`config.mk`:
```
export PLATFORM = sky130hd
export DESIGN_NAME = data_eeprom_access_sequencer
export DESIGN_NICKNAME = d
export VERILOG_FILES = /design/src/rtl/data_eeprom_access_sequencer.v /design/src/rtl/nvm_array.v
export VERILOG_INCLUDE_DIRS = /design/src /design/src/rtl
export SDC_FILE = /design/constraint.sdc
export NUM_CORES = 1
export LEC_CHECK = 0
export ABC_CLOCK_PERIOD_IN_PS = 7800
export BUFFER_PORTS_ARGS = -buffer_cell sky130_fd_sc_hd__buf_2
export CORE_ASPECT_RATIO = 1.1
export CORE_UTILIZATION = 40
export CTS_CLUSTER_DIAMETER = 30
export DETAILED_ROUTE_END_ITERATION = 10
export HOLD_SLACK_MARGIN = 0.06
export SETUP_SLACK_MARGIN = 0.02
export SYNTH_ARGS = -nofsm -noshare
export SYNTH_HDL_FRONTEND = slang
export SYNTH_SLANG_ARGS = --single-unit
```
`constraint.sdc`:
```
create_clock -name core_clk -period 7.8 [get_ports core_clk]
set_input_delay 0.78 -clock core_clk [delete_from_list [all_inputs] [get_ports core_clk]]
set_output_delay 0.78 -clock core_clk [all_outputs]
set_load 0.02 [all_outputs]
```
`src/rtl/nvm_access_map.vh`:
```
`ifndef NVM_ACCESS_MAP_VH
`define NVM_ACCESS_MAP_VH

// ----------------------------------------
// Control word field positions
// ----------------------------------------
`define CTL_WIPE_PERMIT 6
`define CTL_WIPE_LAUNCH 5
`define CTL_MODE 4
`define CTL_STORE_PERMIT 3
`define CTL_STORE_LAUNCH 2
`define CTL_FETCH_PERMIT 1
`define CTL_FETCH_LAUNCH 0
`define CTL_WIDTH 7
`define CTL_RESET 7'h00

// ----------------------------------------
// Location layout
// ----------------------------------------
`define LOC_WIDTH 7
`define LOC_RESET 7'h00
`define OFS_WIDTH 4
`define OFS_LAST 4'hf
`define PAGE_BYTES 16
`define BYTE_RESET 8'h00
`define ERASED_BYTE 8'h00

// ----------------------------------------
// Internal timer, counted in slow ticks
// ----------------------------------------
`define SUB_DIV_LAST 8'h05
`define FETCH_TICKS 16'h0002
`define WIPE_TICKS 16'h0010
`define STORE_TICKS 16'h0010

`endif

```
`src/rtl/data_eeprom_access_sequencer.v`:
```
`timescale 1ns/1ps
`default_nettype none
`include "nvm_access_map.vh"

// Operation
// - Fetch launch ignored without fetch permit
// - Read end clears launch, holds fetched byte
// - Page read increments offset after each byte
// - Offset saturates at 0FH, page bits fixed
// - Buffer cleared on reset and wipe permit fall
// - Page wipe: port write tags location, increments
// - Timed wipe clears launch; tagged bytes read zero
// - Wipe end drops wipe permit
// - Store launch ignored without store permit
// - Byte store erases byte first
// - Timed store end clears store launch
// - Buffer cleared on reset and store permit fall
// - Page store loads buffer; writes after 0FH dropped
// - Store end drops store permit
// - Completion event on wipe or store end
// - Store permit resets to zero
module data_eeprom_access_sequencer (
	input wire core_clk,
	input wire rst_b,
	input wire ctl_wr,
	input wire [6:0] ctl_wdata,
	input wire loc_wr,
	input wire [6:0] loc_wdata,
	input wire port_wr,
	input wire [7:0] port_wdata,
	output wire [6:0] nvm_control,
	output wire [6:0] nvm_location,
	output reg [7:0] nvm_byte_port,
	output reg done_event
);

	// ----------------------------------------
	// States
	// ----------------------------------------
	localparam [1:0] S_IDLE = 2'b00;
	localparam [1:0] S_FETCH = 2'b01;
	localparam [1:0] S_TIME = 2'b10;
	localparam [1:0] S_COMMIT = 2'b11;

	reg [1:0] state_reg;
	reg wipe_permit_reg, wipe_launch_reg, mode_reg, store_permit_reg;
	reg store_launch_reg, fetch_permit_reg, fetch_launch_reg;
	reg [2:0] page_reg;
	reg [3:0] ofs_reg;
	reg page_end_reg;
	reg op_store_reg, op_page_reg;
	reg [15:0] tick_cnt_reg;
	reg [7:0] div_reg;
	reg sub_tick_reg;
	reg [3:0] idx_reg;
	reg wipe_permit_d_reg, store_permit_d_reg;
	reg [7:0] buf_data [0:15];
	reg [15:0] buf_valid;

	wire busy = (state_reg != S_IDLE);
	wire [7:0] rd_data;
	wire buf_clear;
	wire buf_load;
	wire [15:0] dur;
	wire commit_last;
	reg arr_we;
	reg [6:0] arr_addr;
	reg [7:0] arr_wdata;

	assign nvm_control = {wipe_permit_reg, wipe_launch_reg, mode_reg, store_permit_reg,
		store_launch_reg, fetch_permit_reg, fetch_launch_reg};
	assign nvm_location = {page_reg, ofs_reg};

	// ----------------------------------------
	// Slow tick divider
	// ----------------------------------------
	// Stands in for the free-running subsidiary oscillator
	always @(posedge core_clk or negedge rst_b) begin
		if (!rst_b) begin
			div_reg <= 8'h00;
			sub_tick_reg <= 1'b0;
		end else if (div_reg == `SUB_DIV_LAST) begin
			div_reg <= 8'h00;
			sub_tick_reg <= 1'b1;
		end else begin
			div_reg <= div_reg + 8'h01;
			sub_tick_reg <= 1'b0;
		end
	end

	// ----------------------------------------
	// Page buffer
	// ----------------------------------------
	assign buf_clear = (wipe_permit_d_reg & ~wipe_permit_reg) |
		(store_permit_d_reg & ~store_permit_reg);
	assign buf_load = port_wr & mode_reg & ~busy & ~page_end_reg;

	genvar g;
	generate
		for (g = 0; g < `PAGE_BYTES; g = g + 1) begin : g_buf
			always @(posedge core_clk or negedge rst_b) begin
				if (!rst_b) begin
					buf_data[g] <= `BYTE_RESET;
					buf_valid[g] <= 1'b0;
				end else if (buf_clear) begin
					buf_data[g] <= `BYTE_RESET;
					buf_valid[g] <= 1'b0;
				end else if (buf_load && ofs_reg == g) begin
					buf_data[g] <= port_wdata;
					buf_valid[g] <= 1'b1;
				end
			end
		end
	endgenerate

	// ----------------------------------------
	// Array port
	// ----------------------------------------
	assign commit_last = op_page_reg ? (idx_reg == `OFS_LAST) : (idx_reg == 4'h1);
	assign dur = op_store_reg ? `STORE_TICKS : `WIPE_TICKS;

	always @* begin
		arr_we = 1'b0;
		arr_addr = {page_reg, ofs_reg};
		arr_wdata = `ERASED_BYTE;
		if (state_reg == S_COMMIT) begin
			if (op_page_reg) begin
				arr_addr = {page_reg, idx_reg};
				arr_we = buf_valid[idx_reg];
				arr_wdata = op_store_reg ? buf_data[idx_reg] : `ERASED_BYTE;
			end else begin
				arr_we = 1'b1;
				// Byte erase on the first step, then the data
				arr_wdata = (idx_reg == 4'h0) ? `ERASED_BYTE : nvm_byte_port;
			end
		end
	end

	nvm_array i_nvm_array (
		.core_clk(core_clk),
		.wr_en(arr_we),
		.addr(arr_addr),
		.wr_data(arr_wdata),
		.rd_data(rd_data)
	);

	// ----------------------------------------
	// Control, location and sequencing
	// ----------------------------------------
	always @(posedge core_clk or negedge rst_b) begin
		if (!rst_b) begin
			state_reg <= S_IDLE;
			wipe_permit_reg <= 1'b0;
			wipe_launch_reg <= 1'b0;
			mode_reg <= 1'b0;
			store_permit_reg <= 1'b0;
			store_launch_reg <= 1'b0;
			fetch_permit_reg <= 1'b0;
			fetch_launch_reg <= 1'b0;
			wipe_permit_d_reg <= 1'b0;
			store_permit_d_reg <= 1'b0;
			page_reg <= 3'h0;
			ofs_reg <= 4'h0;
			page_end_reg <= 1'b0;
			op_store_reg <= 1'b0;
			op_page_reg <= 1'b0;
			tick_cnt_reg <= 16'h0000;
			idx_reg <= 4'h0;
			nvm_byte_port <= `BYTE_RESET;
			done_event <= 1'b0;
		end else begin
			wipe_permit_d_reg <= wipe_permit_reg;
			store_permit_d_reg <= store_permit_reg;
			done_event <= 1'b0;
			case (state_reg)
				S_IDLE: begin
					if (ctl_wr) begin
						wipe_permit_reg <= ctl_wdata[`CTL_WIPE_PERMIT];
						mode_reg <= ctl_wdata[`CTL_MODE];
						store_permit_reg <= ctl_wdata[`CTL_STORE_PERMIT];
						fetch_permit_reg <= ctl_wdata[`CTL_FETCH_PERMIT];
						// Launch honoured only if permit already stood
						tick_cnt_reg <= 16'h0000;
						idx_reg <= 4'h0;
						op_page_reg <= mode_reg;
						if (ctl_wdata[`CTL_WIPE_LAUNCH] && wipe_permit_reg && mode_reg) begin
							wipe_launch_reg <= 1'b1;
							op_store_reg <= 1'b0;
							state_reg <= S_TIME;
						end else if (ctl_wdata[`CTL_STORE_LAUNCH] && store_permit_reg) begin
							store_launch_reg <= 1'b1;
							op_store_reg <= 1'b1;
							state_reg <= S_TIME;
						end else if (ctl_wdata[`CTL_FETCH_LAUNCH] && fetch_permit_reg) begin
							fetch_launch_reg <= 1'b1;
							state_reg <= S_FETCH;
						end
					end
					if (loc_wr) begin
						page_reg <= loc_wdata[6:4];
						ofs_reg <= loc_wdata[3:0];
						page_end_reg <= 1'b0;
					end else if (port_wr) begin
						if (!mode_reg || !page_end_reg) begin
							nvm_byte_port <= port_wdata;
						end
						if (buf_load) begin
							if (ofs_reg == `OFS_LAST) begin
								page_end_reg <= 1'b1;
							end else begin
								ofs_reg <= ofs_reg + 4'h1;
							end
						end
					end
				end
				S_FETCH: begin
					if (sub_tick_reg) begin
						tick_cnt_reg <= tick_cnt_reg + 16'h0001;
					end
					if (tick_cnt_reg == `FETCH_TICKS) begin
						// Address has been steady for many cycles, so rd_data is settled
						nvm_byte_port <= rd_data;
						fetch_launch_reg <= 1'b0;
						if (mode_reg && ofs_reg != `OFS_LAST) begin
							ofs_reg <= ofs_reg + 4'h1;
						end
						state_reg <= S_IDLE;
					end
				end
				S_TIME: begin
					if (sub_tick_reg) begin
						tick_cnt_reg <= tick_cnt_reg + 16'h0001;
					end
					if (tick_cnt_reg == dur) begin
						state_reg <= S_COMMIT;
					end
				end
				S_COMMIT: begin
					idx_reg <= idx_reg + 4'h1;
					if (commit_last) begin
						done_event <= 1'b1;
						if (op_store_reg) begin
							store_launch_reg <= 1'b0;
							store_permit_reg <= 1'b0;
						end else begin
							wipe_launch_reg <= 1'b0;
							wipe_permit_reg <= 1'b0;
						end
						state_reg <= S_IDLE;
					end
				end
				default: begin
					state_reg <= S_IDLE;
				end
			endcase
		end
	end

endmodule // data_eeprom_access_sequencer

`default_nettype wire

```
`src/rtl/nvm_array.v`:
```
`timescale 1ns/1ps
`default_nettype none

module nvm_array (
	input wire core_clk,
	input wire wr_en,
	input wire [6:0] addr,
	input wire [7:0] wr_data,
	output reg [7:0] rd_data
);

	reg [7:0] cells [0:127];

	// Registered read; a write returns the old contents that cycle
	always @(posedge core_clk) begin
		if (wr_en) begin
			cells[addr] <= wr_data;
		end
		rd_data <= cells[addr];
	end

endmodule // nvm_array

`default_nettype wire

```
==> flow_summary_export.csv, run 1 <==
group,metric,value,unit
outcome,outcome,"complete, no violations",
sta,max_freq,188,MHz
power,leakage,22.9,nW
clock_network,cts.sinks,1235,
global_route,overflow,0,
global_route,grt_pass1_vias,28756,
sta,worst_pin_slew,1.22,ns
critical_path,r2r_start,"state_reg[0]",
detailed_routing,num_vias,28028,
critical_path,crit_start,"state_reg[0]",
clock_network,clk_pin_slew,0.05,ns
critical_path,r2r_slack,2.49,ns
layout,largest_reg_flops,1024,
synth,synthArstFlopShare,0.164,
floorplanning,fp.dieW,339,um
critical_path,cp_data_arrival_time,5.99,ns
detailed_routing,wl_per_cell,27.1,um
synth,syn_inst,2939,
critical_path,endpoint_kind,"flip-flop",
detailed_routing,dr.pass1.iters,6,
sta,setup_tns,0,ns
layout,final_layout_size_suffix_gt1_frac,0.253,
sta,hold_viol_final,0,
min_path,min_path_type,"in2reg",
synth,syn_area,50100,um2
sta,clock_skew,0.0879,ns
floorplanning,row_count,135,
layout,diodes,0,
power,irDropWorstVdd,0.000386,V
synth,synth_seq_cells,1235,
detailed_routing,drt_wl_total,135000,um
global_route,grt_pass1_wl,198000,um
floorplanning,fp.coreArea,124000,um2
clock_network,cts_tree,"yes",
synth,syn-num-nets,2982,
detailed_routing,drcViolationCount,0,
layout,reg_top3,"i_nvm_array.cells (1024), buf_data (128)",
critical_path,crit_type,"reg2reg",
critical_path,cp_common_cell,"nor4_1",
clock_network,clock-root-buffer,"clkbuf_16",
clock_network,cts_setup_buffers,0,
sta,fin_crit,5.31,ns
critical_path,worst_path_max_delay_cell,"nand2_8",
layout,regMostFlops,"i_nvm_array.cells",
critical_path,crit_path_cell_trace,"ha_1, nand3_2, nand2_8, buf_4, mux4_2, nor2_1, o31ai_1, nor4_1, nor4_1",
synth,yosysWarnings,0,
layout,postLayoutCoreUtil,0.495,
placement,place_hpwl,77600,um
placement,gp_congestion,0.820,
floorplanning,start_util,0.405,
sta,slew_headroom,0.182,
critical_path,start_kind,"flip-flop",
power,power_density,405,nW/um2
synth,ys.flop_type,"edfxtp_1",
critical_path,rr_worst_depth,9,
detailed_routing,viasPerCell,5.62,
global_route,antenna_found_initial,2,
critical_path,crit_path_end,"i_nvm_array.rd_data[6]",
synth,synth.distinct_cells,77,
flow_run,drv_cap,0,
critical_path,cp.required,8.47,ns
synth,synth_area_per_cell,17.0,um2
synth,seq_area_frac_synth,0.719,
critical_path,max_stage_delay,0.91,ns
synth,synth_edf_count,1024,
layout,syn2layout_area_growth,22.3,%
critical_path,crit_fanout,90,
sta,drv_slew,0,
clock_network,cts_buffers,282,
layout,final_common_cell,"edfxtp_1",
placement,portBuffers,49,
layout,finalNetCount,3180,
detailed_routing,drt_iter0_drc,2947,
critical_path,r2r_end,"i_nvm_array.rd_data[6]",
floorplanning,dieHeight,373,um
layout,final_cell_mix,"1024 x edfxtp_1, 283 x clkbuf_16, 265 x nand2_1",
sta,fin_crit_sh,0.681,
floorplanning,pin_count,50,
clock_network,clock_latency,0.87,ns
clock_network,cts-htree-levels,5,
global_route,grt_max_degree,145,
detailed_routing,ant_nets,0,
sta,setup_viol,0,
sta,rsz0062_at_grt,"false",
global_route,grt_util_all_layers,0.213,
clock_network,clockBufferDepth,4,
floorplanning,dieArea,127000,um2
-- timing repair --
item | CTS | global route
gates resized for setup | 0 | 0
endpoints found under the hold margin | 84 | 0
hold buffers | 1 | 0
-- per-layer routing --
layer	wire length, um	part of all wire	up-vias	track usage
met2	66000	0.49	1306	0.342
met1	53800	0.40	14475	0.283
li1	-	-	12005	-
met4	3730	0.028	2	0.0718
met3	11600	0.086	240	0.0544
met5	13	0.000096	-	0
-- synthesized netlist by cell type (39+ instances only) --
cell,count,share of area
dfrtp_1,203,0.10
mux2i_1,142,0.028
nand2_1,273,0.020
a22oi_1,42,0.0063
and3_1,39,0.0049
mux4_2,245,0.11
a21oi_1,112,0.011
nor2_1,275,0.021
clkbuf_1,68,0.0051
edfxtp_1,1024,0.61
-- stage by stage --
stage | power (mW) | hold slack (ns) | cell area [um2] | std cells | setup WS, ns
floorplan | 11.6 | 0.425 | 50100 | 2939 | 2.10
global placement | 13.4 | 0.463 | 51900 | 4496 | 2.54
detailed placement | 13.4 | 0.460 | 51900 | 4496 | 2.42
CTS | 24.9 | 0.122 | 61200 | 4985 | 2.41
global route | 25.5 | 0.168 | 61200 | 4985 | 2.17
finish | 24.8 | 0.168 | 61200 | 4985 | 2.49
-- worst max-delay path: cells and delay by family (launching register included) --
| family | cells | cell delay [ns] |
|---|---|---|
| compound gates | 1 | 0.10 |
| fa+ha+maj | 1 | 0.67 |
| simple gates | 5 | 2.65 |
| flops | 1 | 0.38 |
| mux | 1 | 0.60 |
| buf+inv | 1 | 0.69 |
-- cell families after synthesis --
kind of cell	count (synthesis)	share of synthesized area
xor+xnor	16	0.00280
mux	395	0.140
compound gates	349	0.0478
buf+inv	216	0.0243
fa+ha+maj	16	0.00400
simple gates	712	0.0618
flops	1235	0.719
-- final cells by class --
type	instances	area, um2
fillers	10176	62400
flip-flops and latches	1235	36000
multi-input cells	1488	13000
clock buffers	316	7330
well taps	1644	2060
clock inverters	172	1980
repair buffers	96	711
inverters	34	128
-- worst min path at each step --
stage / start / slack [ns] / cells past startpoint / endpoint
3_3_place_gp: div_reg[7] / 0.46 / 1 / div_reg[7]
5_1_grt: loc_wdata[4] / 0.17 / 2 / page_reg[0]
6_report: ctl_wdata[6] / 0.17 / 3 / wipe_permit_reg
4_1_cts: ctl_wdata[6] / 0.12 / 3 / wipe_permit_reg
3_5_place_dp: div_reg[7] / 0.46 / 1 / div_reg[7]
2_1_floorplan: wipe_permit_reg / 0.43 / 0 / wipe_permit_d_reg
-- report_power, final --
group / switching, mW / total [mW] / internal (mW)
Clock: 3.67 / 11.5 / 7.85
Combinational: 3.59 / 5.45 / 1.86
Sequential: 0.170 / 7.79 / 7.62
Power figures use the tool's default switching activity.
==> run 2: changes to the inputs <==
- ABC_AREA: not set -> 1
- ABC_CLOCK_PERIOD_IN_PS: 7800 -> 5110
- clock period: 7.8 -> 5.11 ns (I/O delays scaled with it)
==> run 2 against run 1 <==
  * Sequential power rose by 57%
  * Cell area rose by 8.0%
  * Clock power is 49% higher
  * Die area rose by 9.1%
  * Register-to-register slack got worse by 1.5 ns
  * Via count grew 35%
  * Sequential cell count is the same
  * Critical path depth fell by 2
  * Maximum frequency is 29% higher
  * Critical endpoint is now i_nvm_array.cells[8][2]
==> flow_summary_export.csv, run 2 <==
group,metric,value,unit
outcome,outcome,"complete, no violations",
clock_network,clock_latency,0.88,ns
placement,place_hpwl,82400,um
critical_path,endpoint_kind,"flip-flop",
critical_path,crit_type,"reg2reg",
critical_path,timing.critical_path.buf_inv,1,
synth,synthArstFlopShare,0.164,
synth,seq_area_frac_synth,0.658,
synth,ys.flop_type,"edfxtp_1",
critical_path,cp_top_family,"simple AND/OR/NAND/NOR gates",
power,p_total,40.0,mW
placement,portBuffers,49,
synth,yosys.area_share.simple,0.192,
synth,syn-num-nets,5570,
layout,syn2layout_area_growth,20.9,%
placement,gp_congestion,0.896,
critical_path,r2r_slack,0.98,ns
global_route,grt_max_degree,153,
synth,synth_compound_area_frac,0.0433,
sta,rsz0062_at_grt,"false",
critical_path,crit_fanout,129,
sta,drv_slew,0,
detailed_routing,drcViolationCount,0,
layout,final_layout_size_suffix_gt1_frac,0.103,
floorplanning,start_util,0.405,
critical_path,crit_cells,7,
critical_path,cp_data_arrival_time,4.59,ns
synth,syn_area,54700,um2
layout,final_cell_mix,"1488 x nand2_1, 1073 x inv_1, 1024 x edfxtp_1",
power,switching_power,13.9,mW
critical_path,crit_path_end,"i_nvm_array.cells[8][2]",
sta,setup_tns,0,ns
layout,final_area,66100,um2
clock_network,cts_buffers,283,
floorplanning,dieArea,138000,um2
synth,yosysWarnings,0,
floorplanning,fp.coreArea,135000,um2
sta,setup_viol,0,
layout,reg_top3,"i_nvm_array.cells (1024), buf_data (128)",
sta,worst_pin_slew,1.14,ns
floorplanning,fp.dieW,354,um
detailed_routing,wl_per_cell,18.7,um
critical_path,r2r_start,"op_page_reg",
power,p_seq_frac,0.304,
global_route,grt_pass1_wl,221000,um
synth,ys_top_cells_by_count,"1488 x nand2_1, 1074 x inv_1, 1024 x edfxtp_1",
critical_path,crit_start,"op_page_reg",
sta,fin_crit_sh,0.808,
clock_network,post_cts_resized,0,
synth,yosysTopAreaCell,"edfxtp_1",
sta,fin_crit,4.13,ns
power,combPwrFrac,0.269,
floorplanning,pin_count,50,
detailed_routing,viasPerCell,4.93,
global_route,grt_util_all_layers,0.210,
detailed_routing,drt_iter0_drc,3265,
placement,placed_cell_area,56800,um2
synth,synthAdderAreaFrac,0.00366,
critical_path,worst_path_max_delay_cell,"nor2_1",
critical_path,r2r_end,"i_nvm_array.cells[8][2]",
layout,final_common_cell,"nand2_1",
synth,synth_top_family_by_area,"simple AND/OR/NAND/NOR gates",
layout,largest_reg_flops,1024,
synth,synth_area_per_cell,9.89,um2
global_route,grt_pass1_vias,37345,
detailed_routing,dr.pass1.iters,6,
clock_network,clockBufferDepth,4,
clock_network,clock-root-buffer,"clkbuf_16",
critical_path,cp_common_cell,"nand2_1",
critical_path,start_kind,"flip-flop",
synth,synth_seq_cells,1235,
detailed_routing,num_vias,37890,
detailed_routing,ant_nets,0,
flow_run,drv_cap,0,
critical_path,crit_path_cell_trace,"nand2_2, nand2_1, nand2_1, nor2_4, buf_12, nand4_4, nor2_1",
power,irDropWorstVdd,0.000548,V
synth,muxShareOfSynthArea,0.00153,
critical_path,cp.required,5.57,ns
layout,nFillCells,12025,
power,cell_internal_pwr,26.1,mW
clock_network,cts-htree-levels,5,
min_path,min_path_type,"in2reg",
sta,slew_headroom,0.235,
floorplanning,row_count,141,
layout,diodes,0,
synth,ys_top_cells_by_area,"edfxtp_1 56%, nand2_1 10%, dfrtp_1 9.3%",
power,power_frac_clock,0.427,
clock_network,cts_tree,"yes",
synth,syn_inst,5527,
global_route,overflow,0,
detailed_routing,drt_wl_total,144000,um
critical_path,max_stage_delay,0.81,ns
floorplanning,dieHeight,390,um
power,power_density,606,nW/um2
global_route,antenna_found_initial,0,
synth,synth_edf_count,1024,
layout,regMostFlops,"i_nvm_array.cells",
layout,multiInputGateArea,13300,um2
layout,seqCellArea,36000,um2
synth,synth.distinct_cells,48,
synth,synth_xor_area_frac,0.000961,
synth,synth.top_cell.area_share,0.562,
sta,max_freq,242,MHz
synth,yosysMostFrequentCell,"nand2_1",
clock_network,clk_pin_slew,0.05,ns
sta,clock_skew,0.0620,ns
power,leakage,28.5,nW
critical_path,rr_worst_depth,7,
power,p_sw_frac,0.348,
layout,finalNetCount,5750,
sta,hold_viol_final,0,
clock_network,cts.sinks,1235,
-- run 2: power by group through the flow --
| stage | clock [mW] | combinational (mW) | sequential (mW) |
|---|---|---|---|
| floorplan | 0 | 7.34 | 12.1 |
| global placement | 0 | 10.6 | 12.3 |
| detailed placement | 0 | 10.7 | 12.3 |
| CTS | 17.3 | 10.8 | 12.2 |
| global route | 17.8 | 11.9 | 12.2 |
| finish | 17.1 | 10.8 | 12.2 |
-- run 2: layer usage --
metal | routed length, um | vias up | GRT usage | part of all wire
met5 | 0 | - | 0 | 0
met4 | 5010 | 0 | 0.0856 | 0.035
met3 | 10100 | 293 | 0.0430 | 0.070
met2 | 68700 | 1277 | 0.344 | 0.48
met1 | 60300 | 18117 | 0.272 | 0.42
li1 | - | 18203 | - | -
-- run 2: worst min-delay path by stage --
stage | end | slack, ns | depth (start not counted) | start
after floorplan | buf_data[0] | 0.22 | 0 | rst_b
after global placement | buf_data[40] | 0.46 | 2 | buf_data[40]
after detailed placement | buf_data[13] | 0.47 | 2 | buf_data[13]
after CTS | nvm_byte_port[3] | 0.07 | 5 | port_wdata[3]
after global routing | nvm_byte_port[3] | 0.16 | 5 | port_wdata[3]
final | nvm_byte_port[3] | 0.13 | 5 | port_wdata[3]
-- run 2: logic make-up (layout without fill, tap and decap cells) --
kind of cell             count (synthesis)  after routing
AO/OA/AOI/OAI                          422            422
XOR/XNOR                                 6              6
adder cells (fa/ha/maj)                 16             16
buffers and inverters                 1339           1716
flip-flops                            1235           1235
multiplexers                             8              8
AND/OR/NAND/NOR                       2501           2501
-- run 2: stage by stage --
stage	instances	utilization	setup WS [ns]	hold slack, ns
floorplan	5527	-	0.865	0.215
global placement	7186	0.421	1.00	0.461
detailed placement	7186	0.421	0.881	0.468
CTS	7691	0.490	0.865	0.0708
global route	7691	0.490	0.704	0.162
finish	7691	0.490	0.982	0.130
-- run 2: layout make-up --
type                       count  area share
clock inverter               142      0.0231
sequential                  1235       0.545
multi-input combinational   2953       0.202
clock buffer                 340       0.114
timing repair buffer         157      0.0213
tap                         1787      0.0338
inverter                    1077      0.0612
-- run 2: worst reg2reg max path, cell delays in order (launching register included) --
cell and delay [ns]:
dfrtp_1 0.78, nand2_2 0.41, nand2_1 0.19, nand2_1 0.16, nor2_4 0.18, buf_12 0.43
nand4_4 0.75, nor2_1 0.82
-- run 2: repair_timing --
item,in CTS,in global routing
hold endpoints to repair,98,0
buffers inserted,0,0
endpoints found under the setup margin,0,0
hold buffers,23,0
